<file path="src/irq_enable_defines.svh">
// Notes on behaviour
// - register decoded at address 0xE7 on every page, page select ignored.
// - bits 7 to 4 read zero; writes to them are dropped.
// - bit 3 gates all radio serial port interrupt requests.
// - bit 2 gates the clock oscillator-fail interrupt request.
// - bit 1 gates the port match event interrupt requests.
// - bit 0 gates the supply monitor early warning request.
`ifndef IRQ_ENABLE_DEFINES_SVH
`define IRQ_ENABLE_DEFINES_SVH
`define IES_ADDR        8'hE7
`define IES_RESET       4'h0
`define IES_USED_BITS   4
`define IES_BIT_WARN    0
`define IES_BIT_MATCH   1
`define IES_BIT_RTC     2
`define IES_BIT_RADIO   3
`endif

</file>
<file path="src/irq_enable_pkg.sv">
package irq_enable_pkg;
    typedef logic [7:0] sfr_byte_t;
    typedef logic [3:0] enable_bits_t;
endpackage

</file>
<file path="src/irq_gate_if.sv">
`timescale 1ns/100ps
interface irq_gate_if;
    logic [3:0] pending;
    logic [3:0] enable;
    logic [3:0] gated;
    modport gate (input pending, input enable, output gated);
    modport ctrl (output pending, output enable, input gated);
endinterface

</file>
<file path="src/irq_gate.sv">
`timescale 1ns/100ps
`include "irq_enable_defines.svh"
module irq_gate (
    irq_gate_if.gate g
);
    genvar i;
    generate
        for (i = 0; i < `IES_USED_BITS; i = i + 1) begin : g_bit
            assign g.gated[i] = g.pending[i] & g.enable[i];
        end
    endgenerate
endmodule // irq_gate

</file>
<file path="src/extended_irq_enable_second.sv">
`timescale 1ns/100ps
`include "irq_enable_defines.svh"
module extended_irq_enable_second
    import irq_enable_pkg::*;
(
    input  wire logic       CLK_SYS,
    input  wire logic       SYS_RST,
    input  wire logic [7:0] SFR_ADDR,
    input  wire logic       SFR_WR,
    input  wire logic       SFR_RD,
    input  wire logic [7:0] SFR_WDATA,
    input  wire logic [7:0] SFR_PAGE,
    output logic      [7:0] SFR_RDATA,
    output logic            SFR_HIT,
    input  wire logic       RADIO_SERIAL_PEND,
    input  wire logic       RTC_OSC_FAIL_PEND,
    input  wire logic       PORT_MATCH_PEND,
    input  wire logic       SUPPLY_WARNING_PEND,
    output logic            RADIO_SERIAL_IRQ,
    output logic            RTC_OSC_FAIL_IRQ,
    output logic            PORT_MATCH_IRQ,
    output logic            SUPPLY_WARNING_IRQ
);
    // ****************************************
    // decode
    // ****************************************
    enable_bits_t interrupt_enable_second;
    wire          sel;
    wire          wr_hit;
    wire          rd_hit;
    wire    [3:0] write_bits;
    wire    [3:0] next_enable;
    wire    [7:0] read_word;
    wire    [7:0] next_rdata;

    assign sel         = (SFR_ADDR == `IES_ADDR);
    assign wr_hit      = sel & SFR_WR;
    assign rd_hit      = sel & SFR_RD;
    assign SFR_HIT     = sel;

    a_hit_decode: assert property (
        @(posedge CLK_SYS) disable iff (SYS_RST)
        SFR_HIT == (SFR_ADDR == `IES_ADDR)
    ) else $error("hit flag does not follow the address");

    a_any_page_write: assert property (
        @(posedge CLK_SYS) disable iff (SYS_RST)
        (wr_hit && (SFR_PAGE != 8'h00))
        |=> interrupt_enable_second == $past(SFR_WDATA[3:0])
    ) else $error("write on a nonzero page not stored");

    a_miss_write_hold: assert property (
        @(posedge CLK_SYS) disable iff (SYS_RST)
        (SFR_WR && !sel)
        |=> $stable(interrupt_enable_second)
    ) else $error("write to another address changed the enables");

    // ****************************************
    // register
    // ****************************************
    // upper write bits dropped
    assign write_bits  = SFR_WDATA[3:0];
    assign next_enable = wr_hit ? write_bits : interrupt_enable_second;

    always_ff @(posedge CLK_SYS or posedge SYS_RST) begin
        if (SYS_RST) begin
            interrupt_enable_second <= `IES_RESET;
        end else begin
            interrupt_enable_second <= next_enable;
        end
    end

    a_write_takes: assert property (
        @(posedge CLK_SYS) disable iff (SYS_RST)
        wr_hit
        |=> interrupt_enable_second == $past(SFR_WDATA[3:0])
    ) else $error("write at enable address not stored");

    a_other_addr_hold: assert property (
        @(posedge CLK_SYS) disable iff (SYS_RST)
        !wr_hit
        |=> $stable(interrupt_enable_second)
    ) else $error("enable changed without write");

    a_upper_write_drop: assert property (
        @(posedge CLK_SYS) disable iff (SYS_RST)
        (wr_hit && (SFR_WDATA[7:4] != 4'h0))
        |=> interrupt_enable_second == $past(SFR_WDATA[3:0])
    ) else $error("upper write bits leaked into the enables");

    a_reset_clear: assert property (
        @(posedge CLK_SYS)
        SYS_RST
        |=> (interrupt_enable_second == `IES_RESET) && (SFR_RDATA == 8'h00)
    ) else $error("enable or read data not cleared by reset");

    a_release_clear: assert property (
        @(posedge CLK_SYS)
        $fell(SYS_RST)
        |-> interrupt_enable_second == `IES_RESET
    ) else $error("enables not clear after reset release");

    // ****************************************
    // read path
    // ****************************************
    // upper read bits zero
    assign read_word   = {4'h0, interrupt_enable_second};
    assign next_rdata  = rd_hit ? read_word : 8'h00;

    // a read in a write cycle returns the value held before the write
    always_ff @(posedge CLK_SYS or posedge SYS_RST) begin
        if (SYS_RST) begin
            SFR_RDATA <= 8'h00;
        end else begin
            SFR_RDATA <= next_rdata;
        end
    end

    a_upper_read_zero: assert property (
        @(posedge CLK_SYS) disable iff (SYS_RST)
        SFR_RDATA[7:4] == 4'h0
    ) else $error("upper read bits not zero");

    a_read_value: assert property (
        @(posedge CLK_SYS) disable iff (SYS_RST)
        (rd_hit && !SFR_WR)
        |=> SFR_RDATA[3:0] == $past(interrupt_enable_second)
    ) else $error("read data mismatch");

    a_read_in_write: assert property (
        @(posedge CLK_SYS) disable iff (SYS_RST)
        (rd_hit && wr_hit)
        |=> SFR_RDATA == {4'h0, $past(interrupt_enable_second)}
    ) else $error("read in a write cycle did not return the old value");

    a_read_idle_zero: assert property (
        @(posedge CLK_SYS) disable iff (SYS_RST)
        !rd_hit
        |=> SFR_RDATA == 8'h00
    ) else $error("read data not zero without a read of the enables");

    // ****************************************
    // gating
    // ****************************************
    irq_gate_if gif ();
    assign gif.pending = {RADIO_SERIAL_PEND, RTC_OSC_FAIL_PEND,
                          PORT_MATCH_PEND, SUPPLY_WARNING_PEND};
    assign gif.enable  = interrupt_enable_second;
    irq_gate u_gate (.g(gif));

    assign RADIO_SERIAL_IRQ = gif.gated[`IES_BIT_RADIO];
    assign RTC_OSC_FAIL_IRQ = gif.gated[`IES_BIT_RTC];
    assign PORT_MATCH_IRQ = gif.gated[`IES_BIT_MATCH];
    assign SUPPLY_WARNING_IRQ = gif.gated[`IES_BIT_WARN];

    a_radio_gate: assert property (
        @(posedge CLK_SYS) disable iff (SYS_RST)
        RADIO_SERIAL_IRQ == (RADIO_SERIAL_PEND & interrupt_enable_second[3])
    ) else $error("radio gate wrong");

    a_rtc_gate: assert property (
        @(posedge CLK_SYS) disable iff (SYS_RST)
        RTC_OSC_FAIL_IRQ == (RTC_OSC_FAIL_PEND & interrupt_enable_second[2])
    ) else $error("rtc gate wrong");

    a_match_gate: assert property (
        @(posedge CLK_SYS) disable iff (SYS_RST)
        PORT_MATCH_IRQ == (PORT_MATCH_PEND & interrupt_enable_second[1])
    ) else $error("match gate wrong");

    a_warn_gate: assert property (
        @(posedge CLK_SYS) disable iff (SYS_RST)
        SUPPLY_WARNING_IRQ == (SUPPLY_WARNING_PEND & interrupt_enable_second[0])
    ) else $error("warning gate wrong");

    a_radio_blocked: assert property (
        @(posedge CLK_SYS) disable iff (SYS_RST)
        !interrupt_enable_second[`IES_BIT_RADIO]
        |-> !RADIO_SERIAL_IRQ
    ) else $error("radio request passed while disabled");

    a_rtc_blocked: assert property (
        @(posedge CLK_SYS) disable iff (SYS_RST)
        !interrupt_enable_second[`IES_BIT_RTC]
        |-> !RTC_OSC_FAIL_IRQ
    ) else $error("oscillator fail request passed while disabled");

    a_match_blocked: assert property (
        @(posedge CLK_SYS) disable iff (SYS_RST)
        !interrupt_enable_second[`IES_BIT_MATCH]
        |-> !PORT_MATCH_IRQ
    ) else $error("port match request passed while disabled");

    a_warn_blocked: assert property (
        @(posedge CLK_SYS) disable iff (SYS_RST)
        !interrupt_enable_second[`IES_BIT_WARN]
        |-> !SUPPLY_WARNING_IRQ
    ) else $error("supply warning request passed while disabled");

    a_gate_and: assert property (
        @(posedge CLK_SYS) disable iff (SYS_RST)
        gif.gated == (gif.pending & gif.enable)
    ) else $error("gated requests differ from flag and enable");

    a_irq_needs_pend: assert property (
        @(posedge CLK_SYS) disable iff (SYS_RST)
        ({RADIO_SERIAL_IRQ, RTC_OSC_FAIL_IRQ, PORT_MATCH_IRQ, SUPPLY_WARNING_IRQ}
            & ~gif.pending) == 4'h0
    ) else $error("request raised without a pending flag");
endmodule // extended_irq_enable_second

</file>
<file path="config.mk">
export PLATFORM = sky130hd
export DESIGN_NAME = extended_irq_enable_second
export DESIGN_NICKNAME = d
export VERILOG_FILES = /design/src/irq_enable_pkg.sv /design/src/irq_gate_if.sv /design/src/irq_gate.sv /design/src/extended_irq_enable_second.sv
export VERILOG_INCLUDE_DIRS = /design/src
export SDC_FILE = /design/constraint.sdc
export NUM_CORES = 1
export LEC_CHECK = 0
export ABC_AREA = 1
export BUFFER_PORTS_ARGS = -buffer_cell sky130_fd_sc_hd__buf_4
export CAP_MARGIN = 20
export CORE_AREA = 2 2 39 41
export DETAILED_ROUTE_END_ITERATION = 16
export DIE_AREA = 0 0 41 43
export PLACE_DENSITY = 0.88
export REMOVE_ABC_BUFFERS = 1
export SYNTH_ARGS = -nofsm -noshare
export SYNTH_HDL_FRONTEND = slang
export SYNTH_SLANG_ARGS = --single-unit
</file>
<file path="constraint.sdc">
create_clock -name CLK_SYS -period 1.3 [get_ports CLK_SYS]
set_clock_uncertainty 0.15 [all_clocks]
set_input_delay 0.195 -clock CLK_SYS [delete_from_list [all_inputs] [get_ports CLK_SYS]]
set_output_delay 0.195 -clock CLK_SYS [all_outputs]
set_load 0.005 [all_outputs]
</file>
==> results of run 1 <==
## cell type report
class	instances	area, sq um	share of cell area
flip-flops and latches	8	200	0.293
multi-input cells	35	180	0.263
well taps	16	20.0	0.0293
repair buffers	29	220	0.322
inverters	11	41.3	0.0603
clock buffers	3	22.5	0.0329
## state kept, by name, summed over array words and instances, names as in the netlist
name and count:
SFR_RDATA 4, gif.enable 4
## stage by stage
step | instance area (sq um) | utilization | hold slack (ns) | power (mW)
floorplan | 422 | - | -0.139 | 0.292
global placement | 652 | 0.471 | -0.00478 | 0.346
detailed placement | 652 | 0.471 | 0.00730 | 0.350
CTS | 684 | 0.495 | 0.0552 | 0.535
global route | 684 | 0.495 | 0.0603 | 0.562
finish | 684 | 0.495 | 0.0562 | 0.528
## timing repair
| action | 4_1_cts | 5_1_grt |
|---|---|---|
| endpoints found under the hold margin | 8 | 0 |
| hold buffers | 1 | 0 |
| setup endpoints to repair | 0 | 0 |
## critical path, cell delays in order (launching register included)
cell and delay [ns]:
dfrtp_1 0.39, nand2_1 0.07, inv_1 0.04, buf_4 0.12
## final timing paths
kind                          startpoint            endpoint  slack [ns]  cells after the start
min in group asynchronous        SYS_RST       gif.enable[1]        0.30                      3
hold reg to reg            gif.enable[2]       gif.enable[2]        0.35                      2
setup reg to reg           gif.enable[3]       gif.enable[3]        0.52                      2
hold / removal              SFR_WDATA[2]       gif.enable[2]        0.06                      3
max in group asynchronous        SYS_RST        SFR_RDATA[0]        0.47                      3
setup / recovery           gif.enable[0]  SUPPLY_WARNING_IRQ        0.09                      3
## routing by layer
metal	routed length, um	vias to the layer above	GRT usage
li1	-	221	-
met1	320	186	0.103
met2	464	23	0.197
met3	76	0	0.0628
met4	0	0	0.0800
met5	0	-	0
## Yosys cell counts (all sizes together)
cell   number
nand3       1
dfrtp       8
nand2      17
nor2        7
nand4       6
buf         4
inv        11
conb        1
## power groups by stage
| stage | logic [mW] | registers [mW] | clock network [mW] |
|---|---|---|---|
| after floorplan | 0.0287 | 0.263 | 0 |
| after global placement | 0.0819 | 0.264 | 0 |
| after detailed placement | 0.0851 | 0.264 | 0 |
| after CTS | 0.0877 | 0.260 | 0.187 |
| after global routing | 0.0962 | 0.260 | 0.206 |
| final | 0.0867 | 0.260 | 0.182 |
## cell families after synthesis
group,count (synthesis),share of synthesized area
buf+inv,15,0.162
flops,8,0.455
other cells,1,0.00851
simple gates,31,0.375
==> results.md, run 1 <==
- The boundary pin count is 45.
- In this run, synthesis produced a sequential element count of 8.
- In this run the clock root is driven by a clkbuf_4.
- The number of DRC violations after detailed routing is 0.
- For the worst-skew pair, the clock arrives at the later sink with an insertion delay of 0.24 ns.
- The pin count of the biggest net entering global routing is 9.
- The mean number of vias per cell is 4.22.
- Power spread over the standard cell area amounts to 772 mW/mm^2.
- Of the post-synthesis cell area, the dominant cell type holds 0.455.
- The die height is 43 um.
- Leaving out fill and tap cells, the most frequent cells in the layout are buf_4 (28), nand2_1 (16), inv_1 (11).
- The max-slew violation count came to 0.
- For this run, the total global-route usage over all layers was measured as 0.120.
- The number of core rows is 14.
- For this configuration, the core starts out at a cell density of 0.318.
- Setup violations remaining at the end of the flow were counted as 0.
- The initial antenna violation count came to 0.
- The worst setup slack after placement is 0.215 ns.
- The mean post-synth cell area is 8.01 sq um.
- Cell internal power was estimated by the tool at 410 uW.
- The maximum level of the CTS H-tree is 1.
- The number of nets at the end of the flow is 120.
- The placed wire-length estimate is 749 um.
- The start-to-end type of the worst setup path is register to primary output.
- The max-cap check violation count is 0.
- After global routing the overflow that remains totals 0.
- In the final layout, the share of cells above drive strength 1 is 0.419.
- The clock-pin slew reported for the worst setup and hold paths after clock tree synthesis is 0.05 ns.
- The most common cell after layout, fill and taps aside is buf_4.
- The via count of the first global-routing pass came to 372.
- Of the total power, the share spent switching nets is 0.224.
- The cell taking the most area after synthesis is dfrtp_1.
- The leakage power figure is 0.393 nW.
- The total of cells resized after clock tree synthesis is 0.
- The count of mapped cells out of synthesis is 55.
- The type of origin of the critical path is a register.
- The standard cell core area is 0.00138 sq mm.
- The sequential-to-total area share from yosys stat is 0.455.
- The number of antenna diodes in the final layout is 0.
- TritonCTS built the clock tree.
- In this run the cell area of the synthesized design comes to 440 sq um.
- The final worst-path setup slack is 0.0902 ns.
- The routed layout has 430 vias.
- The first routing iteration left 4 violations.
- In the final timing run, aggregate negative setup slack is 0 ns.
- The die is 41 um wide.
- Compared with the post-synthesis result, the final layout area differs by 55.4%.
- The endpoint arrival time on the critical path is 0.86 ns.
- Buffers placed on the I/O ports in this run total 28.
- Counting every sink on the clock net gives 8.
- The run finished with clean final reports.
- The filler cells instantiated in the layout total 141.
- The final period demand of the worst path is 1.21 ns.
- The logic gate share of total power is 0.164.
- The tightest min-delay check is of the input pin to register type.
- The final-report hold violation count is 0.
- Based on the critical path, the design can be clocked at up to 0.827 GHz.
- The worst setup path is captured at a primary output.
- The count of nets left with antenna violations once routing finished came out at 0.
- The top fanout value on the critical path is 3.
- The period utilization is 0.931.
- After synthesis, the netlist uses 11 different library cells.
- The global-route wire length before repair is 1.33 mm.
- The clock passes through at most 2 buffers.
- The number of buffers inserted by post-CTS setup repair is 0.
- Setup repair after global routing left no endpoint under its margin.
- Across the VDD grid, the largest voltage drop is 0.300 mV.
- The number of instances in the placed design is 98.
- In this run, CTS created clock tree buffers numbering 3.
- The sequential power share is 0.492.
- The final weighted congestion in routability-driven placement is 0.665.
- The synthesis warning total is 0.
- For this design the total switching power over the nets is 118 uW.
- The first detailed-routing pass took 3 iterations.
- The final layout contains routed wiring with a total length of 862 um.
- The number of standard cells in the layout, taps in and fillers out is 102.
- The final routed wire length divided by cell count is 8.45 um.
- By area the synthesized netlist is led by dfrtp_1 (45%), nand2_1 (14%), inv_1 (9.4%).
- The clock power share is 0.344.
- STA puts the critical path data required time at 0.95 ns.
- The die area is 0.00176 sq mm.
No activity file was read; power rests on OpenSTA's default activity.
==> run 2, diff against run 1 <==
CORE_AREA = 3 3 40 42   (was 2 2 39 41)
CTS_CLUSTER_SIZE = 12   (was unset)
DIE_AREA = 0 0 43 45   (was 0 0 41 43)
==> results.md, run 2 (same netlist as run 1, synthesis figures left out) <==
- Run status: finished, final reports clean (unchanged).
- The maximum resistive drop on vdd is 0.347 mV (was 0.300 mV).
- The starting density of the core is 0.343 (was 0.318).
- The final weighted congestion in routability-driven placement is 0.681 (was 0.665).
- The launching instance or port of the critical path is gif.enable[1] (was gif.enable[0]).
- The max-cap check violation count was 0 (unchanged).
- The worst-case hold slack is 0.0510 ns (was 0.0562 ns).
- The setup TNS after final layout is 0 ns (unchanged).
- The number of core rows was 13 (was 14).
- The total buffers and inverters traversed by the critical path is 2 (unchanged).
- The net switching power is 113 uW (was 118 uW).
- The top fanout value on the critical path is 3 (unchanged).
- The number of buffers inserted by post-CTS setup repair is 0 (unchanged).
- The share of post-route cells with drive strength above 1 was 0.419 (unchanged).
- The internal power contribution is 410 uW (about the same).
- Commonest cells after routing, fill and taps aside: buf_4 (28), nand2_1 (16), inv_1 (11) (unchanged).
- The total global-route track usage was 0.119 (was 0.120).
- The number of cells on the worst reg-to-reg path came to 2 (unchanged).
- The number of buffers between clock root and the deepest sink is 2 (unchanged).
- The final-report hold violation count is 0 (unchanged).
- The detailed-routing iteration count for the pre-antenna-repair pass is 1 (was 3).
- The standard cell core area is 0.00128 sq mm (was 0.00138 sq mm).
- The number of routed nets with antenna violations came to 0 (unchanged).
- The total of cells resized after clock tree synthesis is 0 (unchanged).
- The number of antenna repair diodes is 0 (unchanged).
- The startpoint of the most critical register-to-register path is gif.enable[1] (was gif.enable[3]).
- The start point of the worst hold path is SFR_WDATA[2] (unchanged).
- The number of DRC violations after detailed routing is 0 (unchanged).
- The initial detailed-routing violation count is 0 (was 4).
- The CTS tree is built (unchanged).
- The logic gate share of total power came to 0.164 (about the same).
- The hold-critical path endpoint is gif.enable[2] (unchanged).
- The start-to-end type of the worst setup path is register to primary output (unchanged).
- The total number of vias is 421 (was 430).
- The total power per unit cell area is 765 mW/mm^2 (was 772 mW/mm^2).
- The number of stages on the worst hold path came to 3 (unchanged).
- The clock power share was 0.337 (was 0.344).
- The endpoint arrival time on the critical path is 0.86 ns (about the same).
- Critical path, cell by cell: nand2_1 > inv_1 > buf_4 (unchanged).
- The type of origin of the critical path is a register (unchanged).
- The clock-pin slew reported for the worst setup and hold paths after clock tree synthesis was 0.05 ns (about the same).
- Unrepaired setup endpoints after global routing: false (unchanged).
- The maximum level of the CTS H-tree was 1 (unchanged).
- The number of sinks handled by clock tree synthesis was 8 (unchanged).
- The endpoint of the most critical register-to-register path was gif.enable[1] (was gif.enable[3]).
- The initial antenna violation count came to 0 (unchanged).
- The leakage power figure is 0.393 nW (unchanged).
- The largest delay contributor family on the critical path is flip-flops (unchanged).
- The horizontal die dimension is 43 um (was 41 um).
- The period utilization was 0.928 (was 0.931).
- The die area was 0.00194 sq mm (was 0.00176 sq mm).
- The cell with the largest stage delay on the worst path is dfrtp_1 (unchanged).
- The share of total power consumed by net switching came to 0.215 (was 0.224).
- The final routed wire length divided by cell count is 9.10 um (was 8.45 um).
- The die height is 45 um (was 43 um).
- The global-route wire length before repair is 1.68 mm (was 1.33 mm).
- The mean number of vias per cell is 4.17 (was 4.22).
- The number of nets at the end of the flow is 120 (unchanged).
- The area growth from synthesis to layout is 55.1% (was 55.4%).
- The via count of the first global-routing pass is 406 (was 372).
- The highest clock rate came to 0.829 GHz (was 0.827 GHz).
- The area of all placed cells without fillers was 683 sq um (was 684 sq um).
- The boundary pin count was 45 (unchanged).
- The sum of overflow across all layers after global routing is 0 (unchanged).
- The number of buffers inserted for hold repair after clock tree synthesis is 1 (unchanged).
- The worst-skew pair later-pin latency was 0.24 ns (about the same).
- The sequential power share is 0.498 (was 0.492).
- The master cell of the clock root buffer is clkbuf_4 (unchanged).
- The most common cell after layout, fill and taps aside is buf_4 (unchanged).
- The number of buffer cells added on primary ports is 28 (unchanged).
- The final setup violation count was 0 (unchanged).
- The count of fill cells added during filler insertion is 136 (was 141).
- The final wirelength came to 919 um (was 862 um).
- The largest stage delay on the critical path is 0.40 ns (was 0.39 ns).
- The max-slew violation count is 0 (unchanged).
- The pin count of the biggest net entering global routing is 9 (unchanged).
- The final period demand of the worst path came to 1.21 ns (about the same).
- The kind of capture point of the worst setup path is a primary output (unchanged).
- The TritonCTS buffer count is 3 (unchanged).
- The worst endpoint required time is 0.95 ns (about the same).
- The kind of path behind the tightest hold check is input pin to register (unchanged).
- The worst reg-to-reg setup slack is 0.52 ns (about the same).
- The post-placement cell area is 651 sq um (was 652 sq um).
==> run 2: cell counts in the layout (fill, tap and decap cells not counted) <==
No cell type changed its count.
==> run 2: cell type report <==
type | count | area (sq um) | share of cell area
repair buffers | 29 | 220 | 0.322
flip-flops and latches | 8 | 200 | 0.293
multi-input cells | 35 | 180 | 0.264
inverters | 11 | 41.3 | 0.0604
clock buffers | 3 | 22.5 | 0.0330
well taps | 15 | 18.8 | 0.0275
==> run 2: worst reg2reg max path, stage by stage (launching register included) <==
cell,delay [ns]
dfrtp_1,0.40
nand2_1,0.07
nand2_1,0.05
==> run 2: routing by layer <==
layer,share of wire,wire length [um],GRT usage
met4,0.024,22,0.0723
met2,0.44,404,0.195
met5,0,0,0
met3,0.18,167,0.0438
met1,0.35,324,0.134
==> run 2: worst max-delay path by stage <==
stage	slack [ns]	to	cells past startpoint
floorplan	0.39	gif.enable[0]	6
global placement	0.24	SFR_HIT	5
detailed placement	0.22	gif.enable[1]	7
CTS	0.08	PORT_MATCH_IRQ	3
global route	0.03	RADIO_SERIAL_IRQ	3
finish	0.09	PORT_MATCH_IRQ	3
==> run 2: power by group through the flow <==
| stage | combinational [mW] | sequential (mW) | clock, mW |
|---|---|---|---|
| 6_report | 0.0859 | 0.260 | 0.176 |
| 5_1_grt | 0.0974 | 0.261 | 0.196 |
| 4_1_cts | 0.0872 | 0.260 | 0.184 |
| 3_5_place_dp | 0.0846 | 0.264 | 0 |
| 3_3_place_gp | 0.0820 | 0.264 | 0 |
| 2_1_floorplan | 0.0287 | 0.263 | 0 |
==> run 2: stage by stage <==
step                      worst slack (ns)  power (mW)  cells   util
after floorplan                      0.394       0.292     54      -
after global placement               0.238       0.346     97  0.506
after detailed placement             0.216       0.349     97  0.506
after CTS                           0.0824       0.532    101  0.532
after global routing                0.0257       0.555    101  0.532
final                               0.0936       0.523    101  0.532
==> run 3, diff against run 2 <==
ABC_AREA = unset   (was 1)
PLACE_DENSITY = 0.85   (was 0.88)
==> results.md, run 3 <==
- Run status: finished, final reports clean (unchanged).
- The sequential-to-total area share from yosys stat is 0.497 (was 0.455).
- The horizontal die dimension came to 43 um (unchanged).
- The kind of path behind the tightest hold check is input pin to register (unchanged).
- The pin count of the biggest net entering global routing is 9 (unchanged).
- The die area was 0.00194 sq mm (unchanged).
- The number of buffer cells added on primary ports was 28 (unchanged).
- Commonest cells after routing, fill and taps aside: buf_4 (28), dfrtp_1 (8), and2_1 (8) (was buf_4 (28), nand2_1 (16), inv_1 (11)).
- The final weighted congestion in routability-driven placement is 0.606 (was 0.681).
- Critical path, cell by cell: and2_1 > buf_4 (was nand2_1 > inv_1 > buf_4).
- The maximum level of the CTS H-tree is 1 (unchanged).
- The via count of the first global-routing pass was 322 (was 406).
- The area growth from synthesis to layout is 60.2% (was 55.1%).
- The die height came to 45 um (unchanged).
- The count of fill cells added during filler insertion is 133 (was 136).
- The max-cap check violation count is 0 (unchanged).
- The endpoint arrival time on the critical path was 0.90 ns (was 0.86 ns).
- The sum of overflow across all layers after global routing was 0 (unchanged).
- The share of synthesized registers carrying an async set or reset is 1.00 (unchanged).
- The number of buffers between clock root and the deepest sink is 2 (unchanged).
- The initial antenna violation count was 0 (unchanged).
- The standard cell core area is 0.00128 sq mm (unchanged).
- The number of DRC violations after detailed routing is 0 (unchanged).
- The final setup violation count is 0 (unchanged).
- The most frequently used flop master after synthesis is dfrtp_1 (unchanged).
- The area of combinational cells with multiple inputs is 180 sq um (unchanged).
- The number of distinct library cell variants in the gate-level netlist after synthesis is 10 (was 11).
- The total number of vias is 330 (was 421).
- The final routed wire length divided by cell count is 10.3 um (was 9.10 um).
- The number of nets at the end of the flow is 96 (was 120).
- The initial detailed-routing violation count is 0 (unchanged).
- The number of sinks handled by clock tree synthesis was 8 (unchanged).
- The share of the synthesized area in the top cell type is 0.497 (was 0.455).
- The cell taking the most area after synthesis is dfrtp_1 (unchanged).
- The area of all placed cells without fillers is 646 sq um (was 683 sq um).
- The CTS tree was built (unchanged).
- The largest stage delay on the critical path is 0.39 ns (was 0.40 ns).
- The post-placement cell area is 613 sq um (was 651 sq um).
- The total global-route track usage is 0.0937 (was 0.119).
- The post-synthesis instance area is 403 sq um (was 440 sq um).
- The synthesis warning total is 0 (unchanged).
- The highest clock rate is 0.804 GHz (was 0.829 GHz).
- The number of instances in the placed design is 73 (was 97).
- The count of flip-flops with a built-in enable after synthesis was 0 (unchanged).
- The worst-skew pair later-pin latency is 0.25 ns (was 0.24 ns).
- Cell types occupying the most area after synthesis: dfrtp_1 (50%), mux2_4 (15%), and2_1 (12%) (was dfrtp_1 (45%), nand2_1 (14%), inv_1 (9.4%)).
- The cell with the largest stage delay on the worst path is dfrtp_1 (unchanged).
- The worst endpoint required time is 0.95 ns (about the same).
- The number of flip-flops and latches in the synthesized netlist came to 8 (unchanged).
- The count of mapped cells out of synthesis is 31 (was 55).
- The global-route wire length before repair is 1.18 mm (was 1.68 mm).
- The leakage power figure is 0.370 nW (was 0.393 nW).
- The number of routed nets with antenna violations is 0 (unchanged).
- The setup TNS after final layout was 0 ns (unchanged).
- The mean number of vias per cell was 4.29 (was 4.17).
- The mean post-synth cell area is 13.0 sq um (was 8.01 sq um).
- The start-to-end type of the worst setup path was register to primary output (unchanged).
- The number of core rows is 13 (unchanged).
- The period utilization came to 0.957 (was 0.928).
- The clock-pin slew reported for the worst setup and hold paths after clock tree synthesis came to 0.05 ns (about the same).
- The starting density of the core was 0.314 (was 0.343).
- The final wirelength is 790 um (was 919 um).
- The detailed-routing iteration count for the pre-antenna-repair pass is 1 (unchanged).
- The maximum resistive drop on vdd is 0.336 mV (was 0.347 mV).
- The register area is 200 sq um (unchanged).
- The max-slew violation count is 0 (unchanged).
- The worst-case hold slack is 0.0272 ns (was 0.0510 ns).
- The final period demand of the worst path is 1.24 ns (was 1.21 ns).
- The total of cells resized after clock tree synthesis is 0 (unchanged).
- Post-synth top cells: and2_1 (8), dfrtp_1 (8), buf_4 (4), mux2_4 (4), and4b_2 (2) (was nand2_1 (16), inv_1 (11), dfrtp_1 (8), nand4_1 (6)).
- The number of standard cells in the layout, taps in and fillers out was 77 (was 101).
- The number of antenna repair diodes was 0 (unchanged).
- The final-report hold violation count was 0 (unchanged).
- The boundary pin count is 45 (unchanged).
- Unrepaired setup endpoints after global routing: false (unchanged).
- The most common cell after layout, fill and taps aside is buf_4 (unchanged).
- The master cell of the clock root buffer is clkbuf_4 (unchanged).
- The TritonCTS buffer count is 3 (unchanged).
- The kind of capture point of the worst setup path is a primary output (unchanged).
- The top fanout value on the critical path is 3 (unchanged).
- The total power per unit cell area was 796 mW/mm^2 (was 765 mW/mm^2).
- The sum of internal, switching and leakage power was 514 uW (was 523 uW).
- The share of post-route cells with drive strength above 1 was 0.645 (was 0.419).
- The type of origin of the critical path is a register (unchanged).
[run 3: what timing repair did]
item                                   4_1_cts  5_1_grt
endpoints found under the hold margin        8        0
buffers inserted                             0        0
hold buffers                                 1        0
[run 3: final timing paths]
check,cells past startpoint,slack (ns),endpoint,from
worst min-delay path,2,0.03,gif.enable[0],SFR_WDATA[0]
min in group asynchronous,3,0.29,SFR_RDATA[0],SYS_RST
worst max register to register,1,0.39,gif.enable[3],gif.enable[3]
max in group asynchronous,3,0.49,gif.enable[2],SYS_RST
worst min register to register,1,0.36,SFR_RDATA[0],gif.enable[0]
worst max-delay path,2,0.06,PORT_MATCH_IRQ,gif.enable[1]
[run 3: worst max-delay path: cells and delay by family, from the launching register on]
kind	cells	cell delay, ns
simple gates	1	0.14
buf+inv	1	0.13
flops	1	0.39
[run 3: final cells by class]
class | count | share of cell area
flip-flops and latches | 8 | 0.310
multi-input cells | 21 | 0.279
inverters | 1 | 0.00581
clock buffers | 3 | 0.0349
well taps | 15 | 0.0291
repair buffers | 29 | 0.341
[run 3: report_power, final]
part,internal (mW),switching [mW],leakage [nW]
registers,0.255,0.00408,0.111
clock network,0.105,0.0766,0.0138
logic,0.0531,0.0197,0.245
total,0.414,0.100,0.370
[run 3: metal layers]
layer  vias to the layer above  global-route usage  share of wire
met5                         -                   0              0
met4                         0               0.108          0.013
met3                         2              0.0438           0.16
met2                        26               0.153           0.53
met1                       146              0.0777           0.29
li1                        156                   -              -
[run 3: logic make-up after synthesis]
logic type / after synthesis / synth area share
mux: 4 / 0.149
flops: 8 / 0.497
buf+inv: 5 / 0.0838
other cells: 1 / 0.00931
simple gates: 13 / 0.261
[run 3: stage by stage]
| stage | utilization | setup WS (ns) |
|---|---|---|
| floorplan | - | 0.126 |
| global placement | 0.477 | -0.00308 |
| detailed placement | 0.477 | -0.0140 |
| CTS | 0.502 | 0.0390 |
| global route | 0.502 | 0.00451 |
| finish | 0.502 | 0.0564 |
